[config.mk]
export PLATFORM = sky130hd
export DESIGN_NAME = sac_ctrl
export DESIGN_NICKNAME = d
export VERILOG_FILES = /design/src/sac_pkg.sv /design/src/sac_ctrl.sv /design/src/sac_tick.sv
export VERILOG_INCLUDE_DIRS = /design/src
export SDC_FILE = /design/constraint.sdc
export NUM_CORES = 1
export LEC_CHECK = 0
export BUFFER_PORTS_ARGS = -buffer_cell sky130_fd_sc_hd__buf_2
export CAP_MARGIN = 20
export CORE_ASPECT_RATIO = 0.5
export CORE_MARGIN = 8
export CORE_UTILIZATION = 45
export CTS_CLUSTER_SIZE = 40
export DETAILED_ROUTE_END_ITERATION = 8
export PLACE_DENSITY_LB_ADDON = 0.08
export SETUP_SLACK_MARGIN = 0.2
export SLEW_MARGIN = 30
export SYNTH_ARGS = -nofsm -noshare
export SYNTH_HDL_FRONTEND = slang
export SYNTH_SLANG_ARGS = --single-unit
export TNS_END_PERCENT = 1
[constraint.sdc]
create_clock -name sys_clk_in -period 2.7 [get_ports sys_clk_in]
set_input_delay 0.135 -clock sys_clk_in [delete_from_list [all_inputs] [get_ports sys_clk_in]]
set_output_delay 0.135 -clock sys_clk_in [all_outputs]
set_load 0.01 [all_outputs]
[src/sac_defs.svh]
// Timing and layout constants for the SAR conversion control block.
// Assumes a 200 MHz system clock; included by bare name.
`ifndef SAC_DEFS_SVH
`define SAC_DEFS_SVH
`define SAC_RES_BITS 12
`define SAC_ACQ_CYCLES 2
`define SAC_CLK_PERIOD_PS 5000
`define SAC_CONV_TIME_NS 8000
`define SAC_CONV_CYCLES ((`SAC_CONV_TIME_NS * 1000) / `SAC_CLK_PERIOD_PS)
`define SAC_STEP_CYCLES (`SAC_CONV_CYCLES / (`SAC_RES_BITS + `SAC_ACQ_CYCLES))
`define SAC_RESULT_RST 12'h000
`endif

[src/sac_pkg.sv]
// Types shared by the SAR conversion control block.
// No dependencies.
package sac_pkg;
	typedef enum logic [2:0] {
		SAC_IDLE = 3'h1,
		SAC_ACQ = 3'h2,
		SAC_CONV = 3'h4
	} sac_state_e;
	typedef logic [11:0] sac_word_t;
endpackage : sac_pkg

[src/sac_ctrl.sv]
// Conversion control and successive-approximation sequencer.
// Assumes control pins and comparator come from outside the clock domain.
`timescale 1ns/1ps
`include "sac_defs.svh"
module sac_ctrl (
	// Clock and reset
	input wire logic sys_clk_in,
	input wire logic rst_in,
	input wire logic clk_en_in,
	// Control pins
	input wire logic chip_enable_in,
	input wire logic chip_select_n_in,
	input wire logic read_convert_n_in,
	// Analog front end
	input wire logic comparator_below_in,
	output logic [11:0] capacitive_dac_out,
	output logic sample_hold_out,
	// Status and data pins
	output logic conversion_busy_flag_out,
	output logic [11:0] result_out,
	output logic [11:0] result_oe_out
);
	sac_pkg::sac_state_e state;
	sac_pkg::sac_state_e next_state;
	logic [2:0] sync_a;
	logic [2:0] sync_b;
	logic start_prev;
	logic cmp_a;
	logic cmp_b;
	sac_pkg::sac_word_t sar;
	sac_pkg::sac_word_t trial;
	sac_pkg::sac_word_t latch;
	logic [1:0] acq_cnt;
	logic tick;
	logic [1:0] sync_fill;
	logic [11:0] conv_len;
	wire ce_s = sync_b[0];
	wire cs_n_s = sync_b[1];
	wire rc_n_s = sync_b[2];
	// Start condition: all three active, last arrival makes the edge
	wire start_level = ce_s && !cs_n_s && !rc_n_s;
	wire start_pulse = start_level && !start_prev;
	wire idle = (state == sac_pkg::SAC_IDLE);
	wire run = !idle;
	wire read_en = idle && ce_s && !cs_n_s && rc_n_s;
	wire last_bit = trial[0];
	wire start_accept = idle && start_pulse;
	wire step_acq = (state == sac_pkg::SAC_ACQ) && tick;
	wire step_conv = (state == sac_pkg::SAC_CONV) && tick;
	wire acq_done = (acq_cnt == 2'(`SAC_ACQ_CYCLES - 1));
	// Trial bit kept while the DAC sum sits below the input
	wire [11:0] next_sar = cmp_b ? (sar | trial) : sar;
	localparam int unsigned CONV_LEN = (`SAC_RES_BITS + `SAC_ACQ_CYCLES) * `SAC_STEP_CYCLES;
	always_comb begin
		next_state = state;
		case (state)
			sac_pkg::SAC_IDLE: begin
				if (start_pulse) next_state = sac_pkg::SAC_ACQ;
			end
			sac_pkg::SAC_ACQ: begin
				if (step_acq && acq_done) next_state = sac_pkg::SAC_CONV;
			end
			sac_pkg::SAC_CONV: begin
				if (tick && last_bit) next_state = sac_pkg::SAC_IDLE;
			end
			default: next_state = sac_pkg::SAC_IDLE;
		endcase
	end
	sac_tick u_tick (
		.sys_clk_in(sys_clk_in),
		.rst_in(rst_in),
		.clk_en_in(clk_en_in),
		.run_in(run),
		.tick_out(tick)
	);
	always_ff @(posedge sys_clk_in or posedge rst_in) begin
		if (rst_in) begin
			sync_a <= 3'h0;
			sync_b <= 3'h0;
			sync_fill <= 2'h0;
			cmp_a <= 1'b0;
			cmp_b <= 1'b0;
		end else if (clk_en_in) begin
			sync_a <= {read_convert_n_in, chip_select_n_in, chip_enable_in};
			sync_b <= sync_a;
			sync_fill <= {sync_fill[0], 1'b1};
			cmp_a <= comparator_below_in;
			cmp_b <= cmp_a;
		end
	end
	always_ff @(posedge sys_clk_in or posedge rst_in) begin
		if (rst_in) begin
			state <= sac_pkg::SAC_IDLE;
			start_prev <= 1'b1;
		end else if (clk_en_in) begin
			state <= next_state;
			// No edge is seen until the synchronisers hold pin values
			start_prev <= sync_fill[1] ? start_level : 1'b1;
		end
	end
	// Successive-approximation register and trial bit
	always_ff @(posedge sys_clk_in or posedge rst_in) begin
		if (rst_in) begin
			sar <= `SAC_RESULT_RST;
			trial <= 12'h000;
		end else if (clk_en_in) begin
			if (start_accept) begin
				sar <= 12'h000;
				trial <= 12'h000;
			end else if (step_acq && acq_done) begin
				trial <= 12'h800;
			end else if (step_conv) begin
				sar <= next_sar;
				trial <= trial >> 1;
			end
		end
	end
	// Acquisition cycle counter
	always_ff @(posedge sys_clk_in or posedge rst_in) begin
		if (rst_in) begin
			acq_cnt <= 2'h0;
		end else if (clk_en_in) begin
			if (start_accept) begin
				acq_cnt <= 2'h0;
			end else if (step_acq) begin
				acq_cnt <= acq_cnt + 2'h1;
			end
		end
	end
	// Output latch, loaded at the last trial only
	always_ff @(posedge sys_clk_in or posedge rst_in) begin
		if (rst_in) begin
			latch <= `SAC_RESULT_RST;
		end else if (clk_en_in && step_conv && last_bit) begin
			latch <= next_sar;
		end
	end
	// Busy-time counter for the conversion length check
	always_ff @(posedge sys_clk_in or posedge rst_in) begin
		if (rst_in) begin
			conv_len <= 12'h000;
		end else if (clk_en_in) begin
			conv_len <= idle ? 12'h000 : conv_len + 12'h001;
		end
	end
	assign capacitive_dac_out = sar | trial;
	assign sample_hold_out = (state == sac_pkg::SAC_CONV);
	assign conversion_busy_flag_out = run;
	assign result_out = latch;
	assign result_oe_out = {12{read_en}};
	// Sequencer checks
	busy_during_conv_a: assert property (@(posedge sys_clk_in) disable iff (rst_in)
		(state != sac_pkg::SAC_IDLE) |-> conversion_busy_flag_out)
		else $error("busy low during conversion");
	no_data_busy_a: assert property (@(posedge sys_clk_in) disable iff (rst_in)
		conversion_busy_flag_out |-> (result_oe_out == 12'h000))
		else $error("data driven while busy");
	start_clears_sar_a: assert property (@(posedge sys_clk_in) disable iff (rst_in)
		(idle && start_pulse && clk_en_in) |=> (sar == 12'h000 && state == sac_pkg::SAC_ACQ))
		else $error("start did not clear sar");
	no_restart_a: assert property (@(posedge sys_clk_in) disable iff (rst_in)
		(state == sac_pkg::SAC_CONV && !tick) |=> (state == sac_pkg::SAC_CONV))
		else $error("conversion interrupted");
	msb_first_a: assert property (@(posedge sys_clk_in) disable iff (rst_in)
		($rose(state == sac_pkg::SAC_CONV)) |-> (trial == 12'h800))
		else $error("first trial not msb");
	result_hold_a: assert property (@(posedge sys_clk_in) disable iff (rst_in)
		(idle && $past(idle)) |-> $stable(latch))
		else $error("result changed while idle");
	end_busy_low_a: assert property (@(posedge sys_clk_in) disable iff (rst_in)
		(state == sac_pkg::SAC_CONV && tick && last_bit && clk_en_in) |=> !conversion_busy_flag_out)
		else $error("busy stayed high at end");
	acq_two_a: assert property (@(posedge sys_clk_in) disable iff (rst_in)
		($rose(state == sac_pkg::SAC_CONV)) |-> ($past(acq_cnt) == 2'h1))
		else $error("acquisition not two cycles");
	sar_keep_a: assert property (@(posedge sys_clk_in) disable iff (rst_in)
		(state == sac_pkg::SAC_CONV && tick && clk_en_in && cmp_b) |=> (sar & $past(trial)) != 12'h000)
		else $error("trial bit dropped");
	sar_clear_a: assert property (@(posedge sys_clk_in) disable iff (rst_in)
		(step_conv && clk_en_in && !cmp_b) |=> ((sar & $past(trial)) == 12'h000))
		else $error("trial bit kept above input");
	conv_time_a: assert property (@(posedge sys_clk_in) disable iff (rst_in)
		$fell(conversion_busy_flag_out) |-> (conv_len == 12'(CONV_LEN)))
		else $error("conversion length wrong");
	busy_on_start_a: assert property (@(posedge sys_clk_in) disable iff (rst_in)
		$rose(conversion_busy_flag_out) |-> $past(start_accept))
		else $error("busy rose without start");
	restart_ignored_a: assert property (@(posedge sys_clk_in) disable iff (rst_in)
		(state == sac_pkg::SAC_CONV && start_pulse && !tick) |=> (state == sac_pkg::SAC_CONV && $stable(trial)))
		else $error("start during busy disturbed conversion");
	result_match_a: assert property (@(posedge sys_clk_in) disable iff (rst_in)
		$fell(conversion_busy_flag_out) |-> (latch == sar))
		else $error("result differs from sar");
	trial_onehot_a: assert property (@(posedge sys_clk_in) disable iff (rst_in)
		(state == sac_pkg::SAC_CONV) |-> $onehot(trial))
		else $error("trial not a single bit");
	low_bits_clear_a: assert property (@(posedge sys_clk_in) disable iff (rst_in)
		(state == sac_pkg::SAC_CONV) |-> ((sar & (trial | (trial - 12'h001))) == 12'h000))
		else $error("untested sar bit set");
	acq_sar_zero_a: assert property (@(posedge sys_clk_in) disable iff (rst_in)
		(state == sac_pkg::SAC_ACQ) |-> (sar == 12'h000 && trial == 12'h000))
		else $error("sar not zero in acquisition");
	freeze_hold_a: assert property (@(posedge sys_clk_in) disable iff (rst_in)
		!clk_en_in |=> ($stable(state) && $stable(sar) && $stable(trial) && $stable(latch)))
		else $error("state moved while frozen");
endmodule : sac_ctrl

[src/sac_tick.sv]
// Internal conversion clock divider: pulses once per conversion step.
// Runs only while run_in and clk_en_in are high; restarts from zero when run_in rises, holds while clk_en_in is low.
`timescale 1ns/1ps
`include "sac_defs.svh"
module sac_tick (
	// Clock and reset
	input wire logic sys_clk_in,
	input wire logic rst_in,
	input wire logic clk_en_in,
	// Control
	input wire logic run_in,
	output logic tick_out
);
	localparam int unsigned STEP = `SAC_STEP_CYCLES;
	logic [15:0] count;
	wire last_count = (count == 16'(STEP - 1));
	assign tick_out = run_in && last_count;
	always_ff @(posedge sys_clk_in or posedge rst_in) begin
		if (rst_in) begin
			count <= 16'h0000;
		end else if (clk_en_in) begin
			if (!run_in || last_count) begin
				count <= 16'h0000;
			end else begin
				count <= count + 16'h0001;
			end
		end
	end
endmodule : sac_tick

* Word-level counts from Yosys, hierarchy flattened *
Index checks and enable logic that the tools add are counted.

storage, ports and cells
  register bits = 68
  bits in latches = 0
  bits in writable memories = 0
  memory bits (read-only) = 0
  bits of input ports = 7
  output and inout bits = 38
  logic and storage cells = 65
  memories kept = 0

cells by class
  $add $sub $neg = 2
  $mul = 0
  divide/modulo/power cells = 0
  $lt $le $gt $ge = 0
  equality and inequality tests = 9
  shift operators = 0
  muxes and demuxes = 15
  bitwise operators = 1
  reduce and logical (&&, ||, !) cells = 26

operators by type and width
  operator               count
  $mux 12                7
  $add 16x1->16 const B  1
  $eq 16x7->1 const B    1
  $mux 16                1
  $logic_and 1x1->1      14
  $or 12x12->12          1
  $mux 3                 3
  $pmux 3 s3             1
  $logic_not 1->1        4
  $mux 2                 2
  $ne 2x1->1 const B     2
  $ne 2x2->1 const B     2
  $reduce_and 2->1       2
  $reduce_and 4->1       1
  $reduce_bool 2->1      2
  $eq 3x1->1 const B     1
  $eq 3x2->1 const B     1
  $eq 3x3->1 const B     1
  $reduce_and 3->1       1
  $reduce_bool 3->1      1
  $add 2x1->2 const B    1
  $eq 2x1->1 const B     1
  $logic_or 1x1->1       1
  $mux 1                 1

* Longest topological paths before layout *
Gate-level depths: netlist of run 1.

  word-level depth = 7
  depth in mapped cells = 8
  mapped depth without buffers = 6

* Hierarchy *
From an unflattened synthesis of run 1, not the netlist that was laid out.

second synthesis, totals
  cell total of the unflattened synthesis = 329
  area total of the unflattened synthesis = 3398.3 um2

modules (own cells, without submodules)
  module    times used  cells an instance  area an instance (um2)  seq. area each (um2)
  sac_ctrl  1           242                2497.4                  1303.8
  sac_tick  1           87                 900.9                   400.4

* Least setup slack after synthesis of run 1 *
Ideal clock, no wire load.

  path type = flip-flop to flip-flop
  start = register u_tick.count[7]
  end = register u_tick.count[10]
  library setup time = 0.121 ns
  arrival time = 1.982 ns
  required time = 2.579 ns
  path slack = 0.597 ns
  stages on the path, launching flop included = 6
  buffers on the path = 1
  clock period less this slack = 2.103 ns
  cells stage by stage = dfrtp_1 > or4_4 > or4_1 > a21oi_2 > buf_2 > nor2_1

between the ends
  cells in the longest elaborated chain, start to end = 3
  elaborated cells between the ends (all ways) = 4
  classes of those cells = add/sub: 1; eq/ne: 1; mux: 1; reduce/logical: 1

RTL lines
  element                                                                line            source
  start, declared                                                        sac_tick.sv:15  logic [15:0] count;
  start signal, assigned                                                 sac_tick.sv:25  count <= count + 16'h0001;
  parallel branches: the longest is 2 deep, another holds $add 16x1->16  --
  $mux 16 (*)                                                            sac_tick.sv:22  if (!run_in || last_count) begin

Every way passes the cells marked *.
A chain may end at the register's enable or synchronous reset.

* Final worst setup path of run 1 *
  start = register u_tick.count[7]
  end = register u_tick.count[7]

The elaborated chain is that of the path after synthesis.

==> results of run 1 <==
-- layer usage --
metal  up-vias  part of all wire, %  wire, um  track usage (%)
met5         -                    0         0                0
met4         0                  1.3        83             6.83
met3         6                  4.5       288             5.66
met2        42                   46      3000             21.5
met1      1120                   48      3090             16.5
li1       1084                    -         -                -
-- cells in the final DEF (no fill, tap or decap), drive strengths merged, types with 9 or more instances in the layout --
cell    instances
or2            13
nor2           17
dfrtp          66
a21oi          15
clkbuf         10
nand2           9
a22o           11
mux2           10
buf            51
inv            19
mux2i          14
a32o           12
-- sequential cells by signal, indices dropped and copies added, names as in the netlist --
| register | count |
|---|---|
| sync_b | 3 |
| sync_fill | 2 |
| cmp_a | 1 |
| state | 3 |
| trial | 12 |
| sar | 12 |
| u_tick.count | 16 |
| cmp_b | 1 |
| sync_a | 3 |
| result_out | 12 |
| acq_cnt | 2 |
| start_prev | 1 |
-- worst max-delay path by stage --
stage | cells after the start | endpoint | slack, ns | startpoint
after detailed placement | 5 | u_tick.count[7]$_DFFE_PP0P_ | 0.40 | u_tick.count[7]$_DFFE_PP0P_
after floorplan | 5 | u_tick.count[10]$_DFFE_PP0P_ | 0.60 | u_tick.count[7]$_DFFE_PP0P_
after CTS | 5 | u_tick.count[7]$_DFFE_PP0P_ | 0.38 | u_tick.count[7]$_DFFE_PP0P_
final | 5 | u_tick.count[7]$_DFFE_PP0P_ | 0.41 | u_tick.count[7]$_DFFE_PP0P_
after global routing | 5 | u_tick.count[7]$_DFFE_PP0P_ | 0.31 | u_tick.count[7]$_DFFE_PP0P_
after global placement | 5 | u_tick.count[2]$_DFFE_PP0P_ | 0.46 | u_tick.count[7]$_DFFE_PP0P_
-- worst register-to-register path, stage by stage (launching register included) --
cell,delay [ns]
dfrtp_1,0.43
or4_4,0.58
or4_1,0.57
a21oi_2,0.32
buf_4,0.22
nor2_1,0.06
-- cells by family (layout without fill, tap and decap cells) --
family | after synthesis | count (layout)
AO/OA/AOI/OAI | 50 | 50
XOR/XNOR | 12 | 12
adder cells (fa/ha/maj) | 3 | 3
buffers and inverters | 47 | 87
flip-flops | 68 | 68
multiplexers | 24 | 24
AND/OR/NAND/NOR | 82 | 82
-- final cells by class --
| class | count | share of cell area, % |
|---|---|---|
| multi-input combinational | 171 | 34.1 |
| timing repair buffer | 52 | 7.89 |
| inverter | 19 | 1.91 |
| tap | 92 | 3.08 |
| clock buffer | 10 | 6.39 |
| sequential | 68 | 45.6 |
| clock inverter | 6 | 1.07 |
-- timing repair --
item                      CTS  global route
hold buffers                1             0
resized for setup           0             0
hold endpoints to repair   28             0
-- through the flow --
stage	total power, mW	setup slack [ns]	hold WS [ns]	utilization [%]
6_report	2.33	0.412	0.0388	55.0
5_1_grt	2.43	0.307	0.0296	55.0
4_1_cts	2.37	0.385	0.0275	54.9
3_5_place_dp	1.29	0.397	0.279	50.6
3_3_place_gp	1.28	0.456	0.269	50.6
2_1_floorplan	1.24	0.597	0.287	-
-- power groups by stage --
stage          Clock, mW  Sequential [mW]  Combinational (mW)
2_1_floorplan          0             1.09               0.157
3_3_place_gp           0             1.11               0.173
3_5_place_dp           0             1.11               0.177
4_1_cts             1.10             1.09               0.178
5_1_grt             1.14             1.10               0.193
6_report            1.06             1.09               0.173
==> impl_results.md, run 1 <==
* Post-synthesis sequential area ratio at ~53%
* Synth Area in XOR/XNOR at around 3.3%
* Clk_skew at 0.00838 ns
* Setup Fix Bufs, Post-CTS at 0
* Diodes inserted at 0
* Initial Util at between 40 and 50%
* Compound-Gate Fraction of Synth Area at between 10% and 20%
* Hold_sp: comparator_below_in
* Die height at between 70 and 80 um
* Final Hold Viols at 0
* Drt pass-1 iters at 4
* DIE AREA at 0.0103 mm^2
* Critical path type: reg -> reg
* Max IR drop VDD at roughly 0.0003 V
* Non-filler instance count after layout at ~420
* Reg-to-reg endpoint: u_tick.count[7]$_DFFE_PP0P_
* Tightest Pin Transition at around 0.83 ns
* Clock Tree Buf Depth at 2
* Most frequent cell after synthesis: dfrtp_1
* Hold EP: cmp_a$_DFFE_PP0P_
* Startpoint types: flop
* CP required at 2.91 ns
* MaxCap Viol Count at 0
* Inserted Clock Buffers at 9
* Final setup vio count at 0
* Design Area, Final at roughly 0.0037 mm^2
* Final worst path period need at between 2 and 2.5 ns
* CTS tree: done
* Number of synthesized flops with an enable pin at 0
* Clock power frac at 45.7%
* Register bit count reported by yosys at 68
* WP buf/inv at 1
* Area occupied by multi-input gates at 0.00128 mm^2
* Largest net degree at the start of global routing at 39
* P&R area growth vs syn at 16.5%
* CTS H-tree depth at 3
* All-Layer GR Usage at 13.8%
* Syn nets at 296
* Dpl cells at 401
* DRT Wirelength at between 6000 and 7000 um
* Vias in the first global route at 2,222
* Global-route wire length before repair at 10,900 um
* Slew Viols, Final at 0
* Netlist cell types at 47
* Flop2flop setup slack at 0.41 ns
* Detail Route Antenna Nets at 0
* Hold path depth at 2
* Pwr per Cell Area at 623 mW/mm^2
* Largest cells by area after synthesis: dfrtp_1 (51%), mux2i_1 (4.4%), a32o_1 (3.7%), mux2_2 (3.5%), buf_4 (3.0%)
* P_leak at 1.88 nW
* Slew margin rel. at 44.9%
* Share of cells above drive strength 1 at 31.0%
* Crit path cell chain: or4_4, or4_1, a21oi_2, buf_4, nor2_1
* Die width at about 140 um
* Yosys warnings at 0
* Detailed Route Iter0 Violations at 178
* GPL Wtd Cong at 0.795
* DR vias at 2,252
* DP HPWL at roughly 4400 um
* Fmax at 437 MHz
* Cells on worst reg2reg path at 5
* Worst-path clk slew at approximately 0.05 ns
* DP Area at 0.00345 mm^2
* Mapped cell area at 0.00321 mm^2
* Synth area leader: dfrtp_1
* Crit path max-delay cell type: or4_4
* Post-route clock period utilization at between 80 and 90%
* FF+latch area at 0.00170 mm^2
* Via/cell ratio at 5.39
* Root buffer cell: clkbuf_16
* Core box area at a little under 0.007 mm^2
* Synth Instances at ~290
* Status: finished clean
* # DRC at 0
* Synth Area in Adders at around 1.2%
* Switch share at around 24%
* Sequential power share at 46.9%
* DR WL/cell at 15.5 um
* Clock sinks at 68
* Crit path max fanout at 8
* Row count at 21
* Largest family of logic cells by synthesized area: simple AND/OR/NAND/NOR gates
* Internal power at 1.76 mW
* Grt ovf at 0
* Setup TNS at 0 ns
* Comb pwr share at 7.4%
* I/O pin total at 45
* Initial antenna violation count at 0
* Port Buffers at 44
* R2r startpoint: u_tick.count[7]$_DFFE_PP0P_
* Synth Area in Simple Gates at 15.2%
* Final nets at 331
* Top post-synthesis cells by count: dfrtp_1 (66), inv_1 (19), nor2_1 (17)
* Share of the synthesized area in the top cell type at 51.4%
* Most used DFF post-synth: dfrtp_1
* Mapped Avg Cell Area at 11.2 um^2
* Switching power at 0.567 mW
* Hold Crit Class: in -> reg
* CP delay by family, top: simple AND/OR/NAND/NOR gates
* Mux cell area share after synthesis at between 7 and 8%
* Skew-Pair Late Insertion Delay at 0.33 ns
* Max incr delay on CP at between 0.5 and 0.6 ns
* Share of flip-flops with an asynchronous set or reset at 100%
* CP arrival at 2.50 ns
* Crit. End Element: flop
* RSZ-0062 raised after global routing: false
* Filler cell count at approximately 610
Power figures use the tool's default switching activity.
==> run 2: changes to the inputs <==
==> constraint.sdc (replaced) <==
create_clock -name sys_clk_in -period 1.8 [get_ports sys_clk_in]
set_input_delay 0.09 -clock sys_clk_in [delete_from_list [all_inputs] [get_ports sys_clk_in]]
set_output_delay 0.09 -clock sys_clk_in [all_outputs]
set_load 0.01 [all_outputs]
==> run 2 against run 1 <==
Effect of this change: the run now ends with setup timing left; sequential share of layout area fell by 3.7 points; sequential power rose by 50%; cell count rose by 7.2%; non-clock buffer count rose by 30; clock power rose by 62%; clock-buffer cell count rose by 2; critical path type unchanged; largest cell class unchanged.
==> impl_results.md, run 2 (synthesized netlist as in run 1, its figures left out) <==
* Status: finished, violations left
* Failing checks: setup timing
* Clock Tree Buf Depth at 2 (unchanged)
* Fmax at 488 MHz (+12%)
* R2r startpoint: u_tick.count[15]$_DFFE_PP0P_
* Most flop-heavy register: u_tick.count
* Hold Crit Class: in -> reg
* Detailed Route Iter0 Violations at 114 (-36%)
* Share of cells above drive strength 1 at 36.2% (+5.3 points)
* Crit path cell chain: or4b_4, nor4_4, buf_4, nand2_1, a221o_1
* DR vias at 2,366 (+5.1%)
* I/O pin total at 45 (unchanged)
* Switch share at 23.0% (-1.3 points)
* DRT Wirelength at 6830 um (+5.7%)
* Root buffer cell: clkbuf_16
* Flop2flop setup slack at -0.25 ns (-0.66 ns)
* Commonest non-fill, non-tap cell in the layout: dfrtp_1
* Initial Util at 47.2% (unchanged)
* Sequential power share at 44.0% (-2.9 points)
* Clk_skew at 0.00701 ns (-0.00137 ns)
* DR WL/cell at 15.3 um (-1.4%)
* CP required at 2.01 ns (-0.90 ns)
* P&R area growth vs syn at 26.8%
* DP HPWL at 4740 um (+7.8%)
* Core box area at 0.00681 mm^2 (unchanged)
* Internal power at 2.85 mW (+61%)
* CTS H-tree depth at 3 (unchanged)
* Crit. End Element: flop
* Tightest Pin Transition at 0.790 ns (-0.0364 ns)
* Inserted Clock Buffers at 9 (unchanged)
* GPL Wtd Cong at 0.854 (+7.5%)
* Comb pwr share at 9.4% (+2.0 points)
* Pwr per Cell Area at 908 mW/mm^2 (+46%)
* Slew margin rel. at 47.3% (+2.4 points)
* Design Area, Final at 0.00407 mm^2 (+8.9%)
* DP Area at 0.00369 mm^2 (+7.0%)
* Most frequent cells in the layout: dfrtp_1 (66), buf_2 (44), buf_4 (26)
* Initial antenna violation count at 0 (unchanged)
* Hold path depth at 4 (+2)
* Die width at 135 um (unchanged)
* Port Buffers at 44 (unchanged)
* Worst-path clk slew at 0.05 ns (about the same)
* MaxCap Viol Count at 0 (unchanged)
* CP arrival at 2.26 ns (-0.24 ns)
* Drt pass-1 iters at 4 (unchanged)
* Non-filler instance count after layout at 448 (+7.2%)
* Row count at 21 (unchanged)
* Startpoint types: flop
* CTS tree: done
* Crit path max fanout at 6 (-2)
* Die height at 75.7 um (unchanged)
* PnR worst setup slack at -0.251 ns (-0.663 ns)
* Max FFs per register at 16 (unchanged)
* Crit path max-delay cell type: or4b_4
* Post-route clock period utilization at 114% (+29 points)
* Dpl cells at 427 (+6.5%)
* Hold_sp: clk_en_in
* Tot Pwr at 3.70 mW (+59%)
* Global-route wire length before repair at 11,700 um (+7.0%)
* Slew Viols, Final at 0 (unchanged)
* RSZ-0062 raised after global routing: true
* Grt ovf at 0 (unchanged)
* Max IR drop VDD at 0.000418 V (+43%)
* Max incr delay on CP at 0.56 ns (-0.02 ns)
* Hold EP: u_tick.count[1]$_DFFE_PP0P_
* # DRC at 0 (unchanged)
* Cells on worst reg2reg path at 5 (unchanged)
* DIE AREA at 0.0103 mm^2 (unchanged)
* Switching power at 0.852 mW (+50%)
* Detail Route Antenna Nets at 0 (unchanged)
* Skew-Pair Late Insertion Delay at 0.33 ns (about the same)
* P_leak at 2.07 nW (+10%)
* All-Layer GR Usage at 14.7% (+0.95 points)
* Critical path type: reg -> reg
* Reg-to-reg endpoint: state[1]$_DFFE_PP0P_
* Final worst path period need at 2.05 ns (-0.237 ns)
* Vias in the first global route at 2,400 (+8.0%)
* Final Hold Viols at 0 (unchanged)
* Via/cell ratio at 5.28 (-2.0%)
* Clock sinks at 68 (unchanged)
* Final setup vio count at 68 (+68)
* Clock power frac at 46.6% (+0.9 points)
* Largest net degree at the start of global routing at 26 (-33%)
* Final nets at 361 (+9.1%)
* Diodes inserted at 0 (unchanged)
==> run 2: cell count changes in the layout (fill, tap and decap cells not counted), sizes merged <==
cell         change
buf             +26
bufinv           +1
clkbuf           +2
dlygate4sd3      +4
clkinv           -2
clkinvlp         -1
==> run 2: how the worst max path moves through the flow <==
stage                                  from                           end  slack, ns  depth (start not counted)
2_1_floorplan   u_tick.count[7]$_DFFE_PP0P_   u_tick.count[4]$_DFFE_PP0P_      -0.24                          5
3_3_place_gp    u_tick.count[7]$_DFFE_PP0P_  u_tick.count[12]$_DFFE_PP0P_      -0.19                          5
3_5_place_dp    u_tick.count[7]$_DFFE_PP0P_          state[1]$_DFFE_PP0P_      -0.25                          6
4_1_cts         u_tick.count[7]$_DFFE_PP0P_          state[1]$_DFFE_PP0P_      -0.24                          6
5_1_grt        u_tick.count[15]$_DFFE_PP0P_          state[1]$_DFFE_PP0P_      -0.30                          5
6_report       u_tick.count[15]$_DFFE_PP0P_          state[1]$_DFFE_PP0P_      -0.25                          5
==> run 2: cell type report <==
class	instances	area, um^2
fillers	572	2730
flip-flops and latches	68	1700
multi-input cells	171	1310
repair buffers	82	579
clock buffers	12	246
well taps	92	115
inverters	19	71.3
clock inverters	4	48.8
==> run 2: critical path: cells and delay by family (launching register included) <==
kind / cells / cell delay (ns)
buf+inv: 1 / 0.22
flops: 1 / 0.37
compound gates: 1 / 0.32
simple gates: 3 / 1.02
==> run 2: power groups by stage <==
stage          clock network (mW)  logic (mW)  registers [mW]
2_1_floorplan                   0       0.243            1.63
3_3_place_gp                    0       0.326            1.65
3_5_place_dp                    0       0.328            1.65
4_1_cts                      1.78       0.339            1.62
5_1_grt                      1.84       0.386            1.63
6_report                     1.72       0.348            1.63
==> run 2: layer usage <==
metal	up-vias	track usage, %	share of wire [%]
met5	-	0	0
met4	0	7.20	1.2
met3	8	5.66	5.8
met2	41	23.6	48
met1	1169	17.4	45
li1	1148	-	-
==> run 2: stage by stage <==
step / util (%) / hold WS (ns) / worst slack [ns] / setup TNS [ns]
final: 59.8 / 0.163 / -0.251 / -11.02
after CTS: 59.3 / 0.144 / -0.242 / -12.29
after floorplan: - / 0.242 / -0.241 / -10.85
after global routing: 59.8 / 0.208 / -0.301 / -15.64
after global placement: 54.2 / 0.139 / -0.194 / -8.61
after detailed placement: 54.2 / 0.141 / -0.246 / -11.07
==> run 2: timing repair <==
action,CTS,global route
resized for setup,2,8
hold endpoints to repair,23,0
setup buffers,0,0
endpoints found under the setup margin,69,69
hold buffers,5,0
